`src/logic/ssp_defines.vh`:
```
/*
 * Register map, field positions and reset values of the synchronous
 * serial port. Definitions only; included by the port's design file.
 * Assumes a 32-bit APB data path with one aligned word per register.
 */
`ifndef SSP_DEFINES_VH
`define SSP_DEFINES_VH

////////////////////////////////////////////////////////////////////////////////
// Byte offsets of the registers
`define SSP_OFF_RCV_STATUS   8'h00
`define SSP_OFF_RCV_BUFFER   8'h04
`define SSP_OFF_XMT_STATUS   8'h08
`define SSP_OFF_RATE_POL     8'h0c
`define SSP_OFF_DIV_HIGH     8'h10
`define SSP_OFF_DIV_LOW      8'h14
`define SSP_OFF_XMT_BUFFER   8'h18
`define SSP_OFF_IRQ_CTRL     8'h1c

////////////////////////////////////////////////////////////////////////////////
// Receive status and control fields
`define SSP_RS_PORT_EN       7
`define SSP_RS_RX9           6
`define SSP_RS_SINGLE        5
`define SSP_RS_CONT          4
`define SSP_RS_FRAME_ERR     2
`define SSP_RS_OVERRUN       1
`define SSP_RS_NINTH         0

// Transmit status and control fields
`define SSP_TS_CLK_SRC       7
`define SSP_TS_TX9           6
`define SSP_TS_TX_EN         5
`define SSP_TS_SYNC          4
`define SSP_TS_SR_EMPTY      1
`define SSP_TS_NINTH         0

// Rate and polarity fields
`define SSP_RP_CLK_POL       4
`define SSP_RP_DIV16         3

// Interrupt control fields
`define SSP_IC_GLOBAL_EN     7
`define SSP_IC_PERIPH_EN     6
`define SSP_IC_RX_IE         5
`define SSP_IC_TX_IE         4
`define SSP_IC_RX_FLAG       1
`define SSP_IC_TX_FLAG       0

////////////////////////////////////////////////////////////////////////////////
// Reset values
`define SSP_RST_BYTE         8'h00
`define SSP_RST_DIV          16'h0000
`define SSP_RST_WORD         9'h000

`endif

```
`src/logic/ssp_port.v`:
```
/*
 * Synchronous half-duplex serial port: master and slave reception and
 * transmission on a shift clock line and a serial data line, with an
 * APB register slave, a baud divider for master clocking and a one-word
 * transmit buffer ahead of the shift register.
 * Assumes: mclk_in at 200 MHz; pins arrive asynchronously and are
 * synchronised here; sleep_in comes from logic on mclk_in; the pin pads
 * resolve the wires from the active-low output enables.
 */
`timescale 1ns/1ps
`include "ssp_defines.vh"

module ssp_port (
   input  wire        mclk_in,      // System clock, 200 MHz
   input  wire        nrst_in,      // Asynchronous reset, active low
   input  wire        ce_in,        // Clock enable, freezes all state but the reset release when low
   input  wire        sleep_in,     // Processor in a low-power or idle state
   input  wire        psel_in,      // APB select
   input  wire        penable_in,   // APB access phase
   input  wire        pwrite_in,    // APB direction, high for write
   input  wire [7:0]  paddr_in,     // APB byte address
   input  wire [31:0] pwdata_in,    // APB write data
   output reg  [31:0] prdata_out,   // APB read data
   output reg         pready_out,   // APB ready
   output reg         pslverr_out,  // APB error on unmapped address
   input  wire        ck_in,        // Shift clock line, pin level
   output reg         ck_out,       // Shift clock line, driven level
   output reg         ck_oe_n_out,  // Shift clock drive enable, active low
   input  wire        dt_in,        // Serial data line, pin level
   output reg         dt_out,       // Serial data line, driven level
   output reg         dt_oe_n_out,  // Serial data drive enable, active low
   output reg         wake_out,     // Enabled event pending, wakes processor
   output reg         irq_out       // Enabled event pending with global enables
);

   localparam ST_IDLE = 2'b00;      // Nothing shifting
   localparam ST_RX   = 2'b01;      // Receiving a word
   localparam ST_DONE = 2'b10;      // Handing a received word over
   localparam ST_TX   = 2'b11;      // Transmitting a word

   ////////////////////////////////////////////////////////////////////////////////
   // Declarations
   reg         rst_s1;              // Reset release, first stage
   reg         rst_n;               // Reset release, used by the design
   reg         ck_s1, ck_s2;        // Clock pin synchroniser
   reg         dt_s1, dt_s2;        // Data pin synchroniser
   reg         ck_prev;             // Last logical slave clock level
   // Receive status and control
   reg         serial_port_enable;
   reg         nine_bit_receive_select;
   reg         single_receive_enable;
   reg         continuous_receive_enable;
   reg         overrun_error_flag;
   reg         received_ninth_bit;
   reg  [7:0]  receive_buffer;
   reg         receive_complete_flag;
   // Transmit status and control
   reg         clock_source_select;
   reg         nine_bit_transmit_select;
   reg         transmitter_enable;
   reg         sync_mode;
   reg         transmit_ninth_bit;
   reg  [7:0]  transmit_buffer;
   reg         tx_full;             // Buffer holds a word not yet shifted
   // Rate, polarity and interrupt control
   reg         clock_polarity_select;
   reg         sixteen_bit_divider_select;
   reg  [7:0]  baud_divider_high;
   reg  [7:0]  baud_divider_low;
   reg         receive_irq_enable;
   reg         transmit_irq_enable;
   reg         global_irq_enable;
   reg         peripheral_irq_enable;
   // Shift engine
   reg  [1:0]  state;               // Engine state
   reg  [8:0]  transmit_shift_register;
   reg  [8:0]  rx_shift;            // Bits gathered so far
   reg  [3:0]  bit_cnt;             // Bits finished in this word
   reg         sck;                 // Master clock, logical (idle low)
   reg  [15:0] brg_cnt;             // Divider countdown
   reg  [31:0] next_rdata;          // Read mux
   reg         next_err;            // Unmapped address

   wire        framing_error_flag = 1'b0;         // Synchronous frames carry no stop bit
   wire        apb_go   = psel_in & penable_in & pready_out;
   wire        wr       = apb_go & pwrite_in;
   wire        rd       = apb_go & ~pwrite_in;
   wire        master   = clock_source_select;
   wire        active   = serial_port_enable & sync_mode;
   // Slave receive ignores the single enable; continuous wins when both set
   wire        rx_en    = active & ~overrun_error_flag &
                          (continuous_receive_enable |
                           (master & single_receive_enable));
   // Master work halts with the processor clock; slave runs on the pin clock
   wire        run      = ~sleep_in | ~master;
   wire [15:0] div      = sixteen_bit_divider_select ?
                          {baud_divider_high, baud_divider_low} :
                          {8'h00, baud_divider_low};
   wire        busy     = (state == ST_RX) | (state == ST_TX);
   wire        tick     = run & master & busy & (brg_cnt == 16'h0000);
   wire        ck_lvl   = ck_s2 ^ clock_polarity_select;
   wire        rise     = master ? (tick & ~sck) : (run & ck_lvl & ~ck_prev);
   wire        fall     = master ? (tick & sck)  : (run & ~ck_lvl & ck_prev);
   wire        rx_nine  = nine_bit_receive_select;
   wire        tx_nine  = nine_bit_transmit_select;
   wire [3:0]  rx_last  = rx_nine ? 4'h8 : 4'h7;
   wire [3:0]  tx_last  = tx_nine ? 4'h8 : 4'h7;
   wire        sr_empty = (state != ST_TX);
   wire        tx_load  = (state == ST_IDLE) & ~rx_en & active & transmitter_enable
                          & tx_full & run;
   wire        transmit_buffer_empty_flag     = ~tx_full;
   wire        pending  = (receive_complete_flag & receive_irq_enable) |
                          (transmit_buffer_empty_flag & transmit_irq_enable);

   ////////////////////////////////////////////////////////////////////////////////
   // Reset release through two flip-flops
   always @(posedge mclk_in or negedge nrst_in) begin
      if (!nrst_in) begin
         rst_s1 <= 1'b0;
         rst_n  <= 1'b0;
      end else begin
         rst_s1 <= 1'b1;
         rst_n  <= rst_s1;
      end
   end

   ////////////////////////////////////////////////////////////////////////////////
   // Pin synchronisers; only the second stage is read by logic
   always @(posedge mclk_in or negedge rst_n) begin
      if (!rst_n) begin
         ck_s1 <= 1'b0;
         ck_s2 <= 1'b0;
         dt_s1 <= 1'b0;
         dt_s2 <= 1'b0;
      end else if (ce_in) begin
         ck_s1 <= ck_in;
         ck_s2 <= ck_s1;
         dt_s1 <= dt_in;
         dt_s2 <= dt_s1;
      end
   end

   ////////////////////////////////////////////////////////////////////////////////
   // Read mux; bits with no field read as zero
   always @* begin
      next_rdata = 32'h0000_0000;
      next_err   = 1'b0;
      case (paddr_in)
         `SSP_OFF_RCV_STATUS: begin
            next_rdata[`SSP_RS_PORT_EN]   = serial_port_enable;
            next_rdata[`SSP_RS_RX9]       = nine_bit_receive_select;
            next_rdata[`SSP_RS_SINGLE]    = single_receive_enable;
            next_rdata[`SSP_RS_CONT]      = continuous_receive_enable;
            next_rdata[`SSP_RS_FRAME_ERR] = framing_error_flag;
            next_rdata[`SSP_RS_OVERRUN]   = overrun_error_flag;
            next_rdata[`SSP_RS_NINTH]     = received_ninth_bit;
         end
         `SSP_OFF_RCV_BUFFER: next_rdata[7:0] = receive_buffer;
         `SSP_OFF_XMT_STATUS: begin
            next_rdata[`SSP_TS_CLK_SRC]  = clock_source_select;
            next_rdata[`SSP_TS_TX9]      = nine_bit_transmit_select;
            next_rdata[`SSP_TS_TX_EN]    = transmitter_enable;
            next_rdata[`SSP_TS_SYNC]     = sync_mode;
            next_rdata[`SSP_TS_SR_EMPTY] = sr_empty;
            next_rdata[`SSP_TS_NINTH]    = transmit_ninth_bit;
         end
         `SSP_OFF_RATE_POL: begin
            next_rdata[`SSP_RP_CLK_POL] = clock_polarity_select;
            next_rdata[`SSP_RP_DIV16]   = sixteen_bit_divider_select;
         end
         `SSP_OFF_DIV_HIGH:   next_rdata[7:0] = baud_divider_high;
         `SSP_OFF_DIV_LOW:    next_rdata[7:0] = baud_divider_low;
         `SSP_OFF_XMT_BUFFER: next_rdata[7:0] = transmit_buffer;
         `SSP_OFF_IRQ_CTRL: begin
            next_rdata[`SSP_IC_GLOBAL_EN] = global_irq_enable;
            next_rdata[`SSP_IC_PERIPH_EN] = peripheral_irq_enable;
            next_rdata[`SSP_IC_RX_IE]     = receive_irq_enable;
            next_rdata[`SSP_IC_TX_IE]     = transmit_irq_enable;
            next_rdata[`SSP_IC_RX_FLAG]   = receive_complete_flag;
            next_rdata[`SSP_IC_TX_FLAG]   = transmit_buffer_empty_flag;
         end
         default: next_err = 1'b1;
      endcase
   end

   ////////////////////////////////////////////////////////////////////////////////
   // APB handshake: one wait state, so data and error come from flops
   always @(posedge mclk_in or negedge rst_n) begin
      if (!rst_n) begin
         pready_out  <= 1'b0;
         prdata_out  <= 32'h0000_0000;
         pslverr_out <= 1'b0;
      end else if (ce_in) begin
         pready_out  <= psel_in & penable_in & ~pready_out;
         prdata_out  <= (psel_in & penable_in & ~pready_out & ~pwrite_in) ?
                        next_rdata : 32'h0000_0000;
         pslverr_out <= psel_in & penable_in & ~pready_out & next_err;
      end
   end

   ////////////////////////////////////////////////////////////////////////////////
   // Software-written registers; hardware updates ahead, writes last
   always @(posedge mclk_in or negedge rst_n) begin
      if (!rst_n) begin
         serial_port_enable         <= 1'b0;
         nine_bit_receive_select    <= 1'b0;
         single_receive_enable      <= 1'b0;
         continuous_receive_enable  <= 1'b0;
         clock_source_select        <= 1'b0;
         nine_bit_transmit_select   <= 1'b0;
         transmitter_enable         <= 1'b0;
         sync_mode                  <= 1'b0;
         transmit_ninth_bit         <= 1'b0;
         clock_polarity_select      <= 1'b0;
         sixteen_bit_divider_select <= 1'b0;
         baud_divider_high          <= `SSP_RST_BYTE;
         baud_divider_low           <= `SSP_RST_BYTE;
         transmit_buffer            <= `SSP_RST_BYTE;
         receive_irq_enable         <= 1'b0;
         transmit_irq_enable        <= 1'b0;
         global_irq_enable          <= 1'b0;
         peripheral_irq_enable      <= 1'b0;
      end else if (ce_in) begin
         // Single word done: drop the enable unless continuous also set
         if (state == ST_DONE && !continuous_receive_enable)
            single_receive_enable <= 1'b0;
         if (wr) begin
            case (paddr_in)
               `SSP_OFF_RCV_STATUS: begin
                  serial_port_enable        <= pwdata_in[`SSP_RS_PORT_EN];
                  nine_bit_receive_select   <= pwdata_in[`SSP_RS_RX9];
                  single_receive_enable     <= pwdata_in[`SSP_RS_SINGLE];
                  continuous_receive_enable <= pwdata_in[`SSP_RS_CONT];
               end
               `SSP_OFF_XMT_STATUS: begin
                  clock_source_select      <= pwdata_in[`SSP_TS_CLK_SRC];
                  nine_bit_transmit_select <= pwdata_in[`SSP_TS_TX9];
                  transmitter_enable       <= pwdata_in[`SSP_TS_TX_EN];
                  sync_mode                <= pwdata_in[`SSP_TS_SYNC];
                  transmit_ninth_bit       <= pwdata_in[`SSP_TS_NINTH];
               end
               `SSP_OFF_RATE_POL: begin
                  clock_polarity_select      <= pwdata_in[`SSP_RP_CLK_POL];
                  sixteen_bit_divider_select <= pwdata_in[`SSP_RP_DIV16];
               end
               `SSP_OFF_DIV_HIGH:   baud_divider_high <= pwdata_in[7:0];
               `SSP_OFF_DIV_LOW:    baud_divider_low  <= pwdata_in[7:0];
               `SSP_OFF_XMT_BUFFER: transmit_buffer   <= pwdata_in[7:0];
               `SSP_OFF_IRQ_CTRL: begin
                  global_irq_enable     <= pwdata_in[`SSP_IC_GLOBAL_EN];
                  peripheral_irq_enable <= pwdata_in[`SSP_IC_PERIPH_EN];
                  receive_irq_enable    <= pwdata_in[`SSP_IC_RX_IE];
                  transmit_irq_enable   <= pwdata_in[`SSP_IC_TX_IE];
               end
               default: ;
            endcase
         end
      end
   end

   ////////////////////////////////////////////////////////////////////////////////
   // Hardware flags: complete flag, overrun, buffer occupancy
   always @(posedge mclk_in or negedge rst_n) begin
      if (!rst_n) begin
         receive_complete_flag <= 1'b0;
         overrun_error_flag    <= 1'b0;
         received_ninth_bit    <= 1'b0;
         receive_buffer        <= `SSP_RST_BYTE;
         tx_full               <= 1'b0;
      end else if (ce_in) begin
         // Reading the buffer clears the flag; a word landing now wins
         if (rd && paddr_in == `SSP_OFF_RCV_BUFFER)
            receive_complete_flag <= 1'b0;
         // Clearing the continuous enable clears the error
         if (wr && paddr_in == `SSP_OFF_RCV_STATUS && !pwdata_in[`SSP_RS_CONT])
            overrun_error_flag <= 1'b0;
         if (state == ST_DONE) begin
            if (receive_complete_flag &&
                !(rd && paddr_in == `SSP_OFF_RCV_BUFFER)) begin
               overrun_error_flag <= 1'b1;     // Unread word kept, new one lost
            end else begin
               receive_buffer        <= rx_shift[7:0];
               received_ninth_bit    <= rx_nine & rx_shift[8];
               receive_complete_flag <= 1'b1;
            end
         end
         // Transfer empties the buffer; a write in the same cycle refills it
         if (tx_load)
            tx_full <= 1'b0;
         if (wr && paddr_in == `SSP_OFF_XMT_BUFFER)
            tx_full <= 1'b1;
      end
   end

   ////////////////////////////////////////////////////////////////////////////////
   // Shift engine and master clock generator
   always @(posedge mclk_in or negedge rst_n) begin
      if (!rst_n) begin
         state                   <= ST_IDLE;
         transmit_shift_register <= `SSP_RST_WORD;
         rx_shift                <= `SSP_RST_WORD;
         bit_cnt                 <= 4'h0;
         sck                     <= 1'b0;
         brg_cnt                 <= `SSP_RST_DIV;
         ck_prev                 <= 1'b0;
         dt_out                  <= 1'b0;
      end else if (ce_in) begin
         ck_prev <= ck_lvl;
         // Master clock toggles every div+1 cycles, only while shifting
         if (!busy || !master) begin
            brg_cnt <= div;
            sck     <= 1'b0;
         end else if (run) begin
            if (tick) begin
               brg_cnt <= div;
               sck     <= ~sck;
            end else begin
               brg_cnt <= brg_cnt - 16'h0001;
            end
         end
         case (state)
            ST_IDLE: begin
               bit_cnt <= 4'h0;
               rx_shift <= `SSP_RST_WORD;
               if (rx_en && run) begin
                  state <= ST_RX;
               end else if (tx_load) begin
                  transmit_shift_register <= {tx_nine & transmit_ninth_bit,
                                              transmit_buffer};
                  state <= ST_TX;
               end
            end
            ST_RX: begin
               if (!rx_en) begin
                  state <= ST_IDLE;                  // Enable withdrawn mid-word
               end else if (fall) begin
                  rx_shift[bit_cnt] <= dt_s2;
                  bit_cnt <= bit_cnt + 4'h1;
                  if (bit_cnt == rx_last)
                     state <= ST_DONE;
               end
            end
            ST_DONE: begin
               // Back to idle; continuous mode starts the next word from there
               state <= ST_IDLE;
            end
            ST_TX: begin
               if (rise)
                  dt_out <= transmit_shift_register[bit_cnt];
               if (fall) begin
                  bit_cnt <= bit_cnt + 4'h1;
                  if (bit_cnt == tx_last)
                     state <= ST_IDLE;
               end
            end
            default: state <= ST_IDLE;
         endcase
      end
   end

   ////////////////////////////////////////////////////////////////////////////////
   // Pin drive and wake/interrupt outputs, all from flops
   always @(posedge mclk_in or negedge rst_n) begin
      if (!rst_n) begin
         ck_out      <= 1'b0;
         ck_oe_n_out <= 1'b1;
         dt_oe_n_out <= 1'b1;
         wake_out    <= 1'b0;
         irq_out     <= 1'b0;
      end else if (ce_in) begin
         // Idle level follows the polarity bit; inversion in both modes
         ck_out      <= sck ^ clock_polarity_select;
         ck_oe_n_out <= ~(active & master);
         // Data driven whenever the port is active and the transmitter enabled, never while receiving
         dt_oe_n_out <= ~(active & transmitter_enable & ~rx_en &
                          (state != ST_RX));
         wake_out    <= pending;
         irq_out     <= pending & global_irq_enable &
                        peripheral_irq_enable;
      end
   end

endmodule // ssp_port

```
`config.mk`:
```
export PLATFORM = sky130hd
export DESIGN_NAME = ssp_port
export DESIGN_NICKNAME = d
export VERILOG_FILES = /design/src/logic/ssp_port.v
export VERILOG_INCLUDE_DIRS = /design/src /design/src/logic
export SDC_FILE = /design/constraint.sdc
export NUM_CORES = 1
export LEC_CHECK = 0
export BUFFER_PORTS_ARGS = -buffer_cell sky130_fd_sc_hd__buf_2
export CORE_UTILIZATION = 38
export DETAILED_ROUTE_END_ITERATION = 8
export PLACE_DENSITY = 0.64
export RECOVER_POWER = 50
export SYNTH_ARGS = -nofsm -noshare
export SYNTH_HDL_FRONTEND = slang
export SYNTH_SLANG_ARGS = --single-unit
```
`constraint.sdc`:
```
create_clock -name mclk_in -period 4.85 [get_ports mclk_in]
set_clock_uncertainty 0.15 [all_clocks]
set_input_delay 0.97 -clock mclk_in [delete_from_list [all_inputs] [get_ports mclk_in]]
set_output_delay 0.97 -clock mclk_in [all_outputs]
set_load 0.005 [all_outputs]
```
# Word-level counts from Yosys, hierarchy flattened

Cells that the tools add are included.

Reductions and logical operators: 39
Bitwise operators: 55
$add $sub $neg: 2
$lt $le $gt $ge: 2
Multiplexer cells: 48
Equal/unequal tests: 21

Operators by type and width:

| cell                                                                 | number |
|---|---|
| 16-bit 2-to-1 mux                                                    | 4 |
| 1-bit AND                                                            | 35 |
| 3-bit AND reduction                                                  | 11 |
| 8-bit by 5-bit == test with 1-bit output, second input constant      | 4 |
| 3-bit case mux with 7 select lines                                   | 1 |
| 1-bit 2-to-1 mux                                                     | 19 |
| 9-bit 2-to-1 mux                                                     | 2 |
| 9-bit case mux with 2 select lines                                   | 1 |
| 8-bit by 4-bit == test with 1-bit output, second input constant      | 2 |
| 16-bit zero test                                                     | 1 |
| 4-bit 2-to-1 mux                                                     | 4 |
| 16-bit by 1-bit subtractor with 16-bit output, second input constant | 1 |
| 2-bit 2-to-1 mux                                                     | 7 |
| 1-bit inverter                                                       | 14 |
| 2-bit case mux with 7 select lines                                   | 1 |
| 4-bit case mux with 3 select lines                                   | 1 |
| 9-bit bitwise mux                                                    | 1 |
| 4-bit == test                                                        | 2 |
| 8-bit by 3-bit == test with 1-bit output, second input constant      | 1 |
| 1-bit logical AND                                                    | 8 |
| 8-bit zero test                                                      | 1 |
| 8-bit 2-to-1 mux                                                     | 1 |
| 2-bit != test, second input constant                                 | 4 |
| 1-bit case mux with 8 select lines                                   | 1 |
| other kinds (24)                                                     | 40 |

Input bits: 49
Bits in registers: 139
Logic and storage cells: 212
Output and inout port bits: 40

# Longest topological paths before layout

Word-level depth: 12
Mapped depth: 9
Mapped depth without buffers: 7

# Least setup slack after synthesis

No wires, ideal clock.

Path kind: input port to flip-flop
Start point: input port paddr_in[0]
End point: register baud_divider_low[0]
Library setup time: 0.125 ns
Required time: 4.575 ns
Buffers on the path: 1
Arrival: 2.531 ns
Stages on the path: 6
Setup slack: 2.044 ns
Path through: or4_4 > buf_6 > nor3_4 > nand2_4 > nor2_8 > mux2_2

Longest elaborated chain between the ends: 2

Ends and longest elaborated chain:

| what                                     | line           | RTL |
|---|---|---|
| from (decl)                              | ssp_port.v:21  | `input wire [7:0] paddr_in,` |
| 8-bit by 5-bit == test with 1-bit output | ssp_port.v:228 | `case (paddr_in)` |
| 3-bit AND reduction (no source line)     | -              |  |
| to (signal assigned)                     | ssp_port.v:217 | `` baud_divider_low <= `SSP_RST_BYTE; `` |
| to (signal assigned)                     | ssp_port.v:247 | `` `SSP_OFF_DIV_LOW: baud_divider_low <= pwdata_in[7:0]; `` |
| to (decl)                                | ssp_port.v:69  | `reg [7:0] baud_divider_low;` |

Every way passes these cells.
A chain may end at the register's enable or synchronous reset.

# Worst setup path after layout

Start point: input port ce_in
End point: register receive_buffer[6]

Longest elaborated chain between the ends: 1

Ends and longest elaborated chain:

| what                                 | line           | RTL |
|---|---|---|
| from (decl)                          | ssp_port.v:16  | `input wire ce_in,` |
| 3-bit AND reduction (no source line) | -              |  |
| to (signal assigned)                 | ssp_port.v:268 | `` receive_buffer <= `SSP_RST_BYTE; `` |
| to (signal assigned)                 | ssp_port.v:282 | `receive_buffer <= rx_shift[7:0];` |
| to (decl)                            | ssp_port.v:55  | `reg [7:0] receive_buffer;` |

Every way passes these cells.

==> results.cfg <==
[finish]
final_cell_mix = dfrtp_1 (113), mux2_2 (62), buf_2 (38), nand2_1 (32), o21ai_0 (31)
drive_above_1_share_pct = 26.0
syn_to_final_growth_pct = 12.5
n_antenna_cell = 0
stdcell_area_mm2 = 0.00713
nNetsFinal = 661
final_common_cell = dfrtp_1

[yosys]
syn_area_per_cell_um2 = 10.9
yosysUniqueCellTypes = 76
synth_warnings = 0
synthFlopType = dfrtp_1
ys_ff_latch = 115
syn_area_mm2 = 0.00634
synthArstFlopShare_pct = 100
synth_edf_count = 0
ys_seq_area_share_pct = 45.4
synth_cells = 582

[floorplan]
die_x_um = 131
die_h_um = 131
fp-row-count = 46
io_pins = 89
core_mm2 = 0.0161
start_util_pct = 39.5
die_area_mm2 = 0.0172

[critical_path]
r2r_slack_ns = 1.79
rr_startpoint = rst_n
crit_slowest_cell = clkbuf_1
crit_type = in -> reg
reg2reg_depth = 1
end_kind = flip-flop
worstPathMaxFanout = 23
crit_chain = clkbuf_1, clkbuf_1, nand3_1, nand2b_1, mux2_4
crit_family = buffers and inverters
cp-start-kind = primary input
cp-startpoint = ce_in
cpMostUsedCell = clkbuf_1
rr_endpoint = baud_divider_high[4]
cp_data_required_time_ns = 4.99
cpPeakStageDelay_ns = 0.89
crit_buf_inv = 2
cp.arrival_ns = 3.57

[clock_tree]
ctsResizeCount = 0
htree_levels = 4
root_buffer = clkbuf_16
post_cts_buffers = 0
cts.sinks = 115
clk_pin_slew_ns = 0.05
cts_made_buffers = 17
cts_tree = yes
clockBufferDepth = 2
clk-insertion-delay-late_ns = 0.41
hold_buffers = 0

[place]
place_area_mm2 = 0.00657
globalplace.congestion = 0.900
hpwl_um = 11200
portBuffers = 40

[global_route]
grt_pass1_wl_um = 26400
grt_pass1_vias = 4730
grt_max_degree = 75
grt-ovfl-total = 0
antenna_found_initial = 0
grtUsageTotal_pct = 19.6

[pwr]
power_frac_comb_pct = 4.9
vdd_drop_max_v = 0.000238
leakage_nw = 3.25
power.internal_mw = 1.79
seqPwrFrac_pct = 43.1
swShare_pct = 23.0
clkPwrFrac_pct = 52.0
p_per_area_mw_per_mm2 = 327
netSwitchingPower_uw = 535

[timing]
final.setup.tns_ns = 0
min_period_over_period_pct = 70.6
tightest_slew_ns = 2.83
setup_viol = 0
rsz0062_at_grt = no
finalHoldViolations = 0
slew-limit-headroom_pct = -88.4
layout_min_cycle_time_ns = 3.42
fmax_mhz = 292
final-max-slew-violation-count = 75

[drt]
dr.pass1.iters = 5
viasPerCell = 5.71
drt-total-wl_um = 15700
vias = 4773
dr.first_iter.drc_count = 291
drtAntennaViolNets = 0
post_drt_wl_per_cell_um = 18.8
drc = 0

[job]
max_cap_viol_count = 1

[status]
violations = max-capacitance violations, max-slew violations
status = finished with violations

[hold_path]
hp-class = in -> async
## synthesized netlist by cell type (9+ instances only)
cell	number	area [um2]
a22oi_1	9	67.6
o21ai_0	31	155
mux2_2	62	698
dfrtp_1	113	2830
a21oi_1	20	100
buf_4	26	195
nor2_1	30	113
clkbuf_1	20	75.1
nand3_1	18	90.1
nand2_1	32	120
inv_1	23	86.3
o41ai_1	9	78.8
o2bb2ai_1	11	96.3
mux2i_1	19	190
## stage by stage
| stage | worst slack, ns | power (mW) | hold WS (ns) | utilization, % | std cells |
|---|---|---|---|---|---|
| floorplan | 1.26 | 1.10 | 0.181 | - | 605 |
| global route | 1.09 | 2.41 | 0.181 | 44.4 | 836 |
| global placement | 1.47 | 1.13 | 0.193 | 40.9 | 804 |
| detailed placement | 1.41 | 1.14 | 0.188 | 40.9 | 804 |
| finish | 1.43 | 2.33 | 0.176 | 44.4 | 836 |
| CTS | 1.85 | 2.35 | 0.161 | 44.5 | 836 |
## power by group through the flow
stage	Sequential, mW	Combinational [mW]	Clock [mW]
floorplan	1.02	0.0848	0
global placement	1.02	0.110	0
detailed placement	1.02	0.114	0
CTS	1.01	0.114	1.23
global route	1.01	0.126	1.27
finish	1.01	0.114	1.21
## metal layers
| layer | vias up | GRT usage [%] | part of all wire [%] | routed length, um |
|---|---|---|---|---|
| li1 | 2163 | - | - | - |
| met1 | 2433 | 25.6 | 44 | 6900 |
| met2 | 153 | 31.9 | 50 | 7900 |
| met3 | 24 | 3.63 | 4.0 | 634 |
| met4 | 0 | 7.91 | 1.9 | 302 |
| met5 | - | 0 | 0 | 0 |
## worst max path at each step
stage / cells past startpoint / end
finish: 5 / receive_buffer[6]
global route: 1 / brg_cnt[10]
CTS: 6 / receive_buffer[3]
detailed placement: 6 / receive_buffer[3]
global placement: 6 / receive_buffer[1]
floorplan: 0 / baud_divider_high[0]
## final cells by class
cell class / count / area [um2]
flip-flops and latches: 115 / 2880
clock buffers: 22 / 464
inverters: 23 / 86.3
fillers: 1467 / 8930
well taps: 216 / 270
clock inverters: 10 / 108
repair buffers: 42 / 209
multi-input cells: 408 / 3110
## state kept, by name (all words and copies together), names as in the netlist, 2 cells and up
| signal | flops |
|---|---|
| rx_shift | 9 |
| prdata_out | 8 |
| baud_divider_low | 8 |
| brg_cnt | 16 |
| transmit_buffer | 8 |
| bit_cnt | 4 |
| baud_divider_high | 8 |
| transmit_shift_register | 9 |
| state | 2 |
| receive_buffer | 8 |
## logic make-up after synthesis
group / synth area share, %
AND/OR/NAND/NOR: 13.6
multiplexers: 17.0
buffers and inverters: 6.85
flip-flops: 45.4
other: 0.118
adder cells (fa/ha/maj): 0.987
XOR/XNOR: 0.276
AO/OA/AOI/OAI: 15.7
No activity file was read; power rests on OpenSTA's default activity.
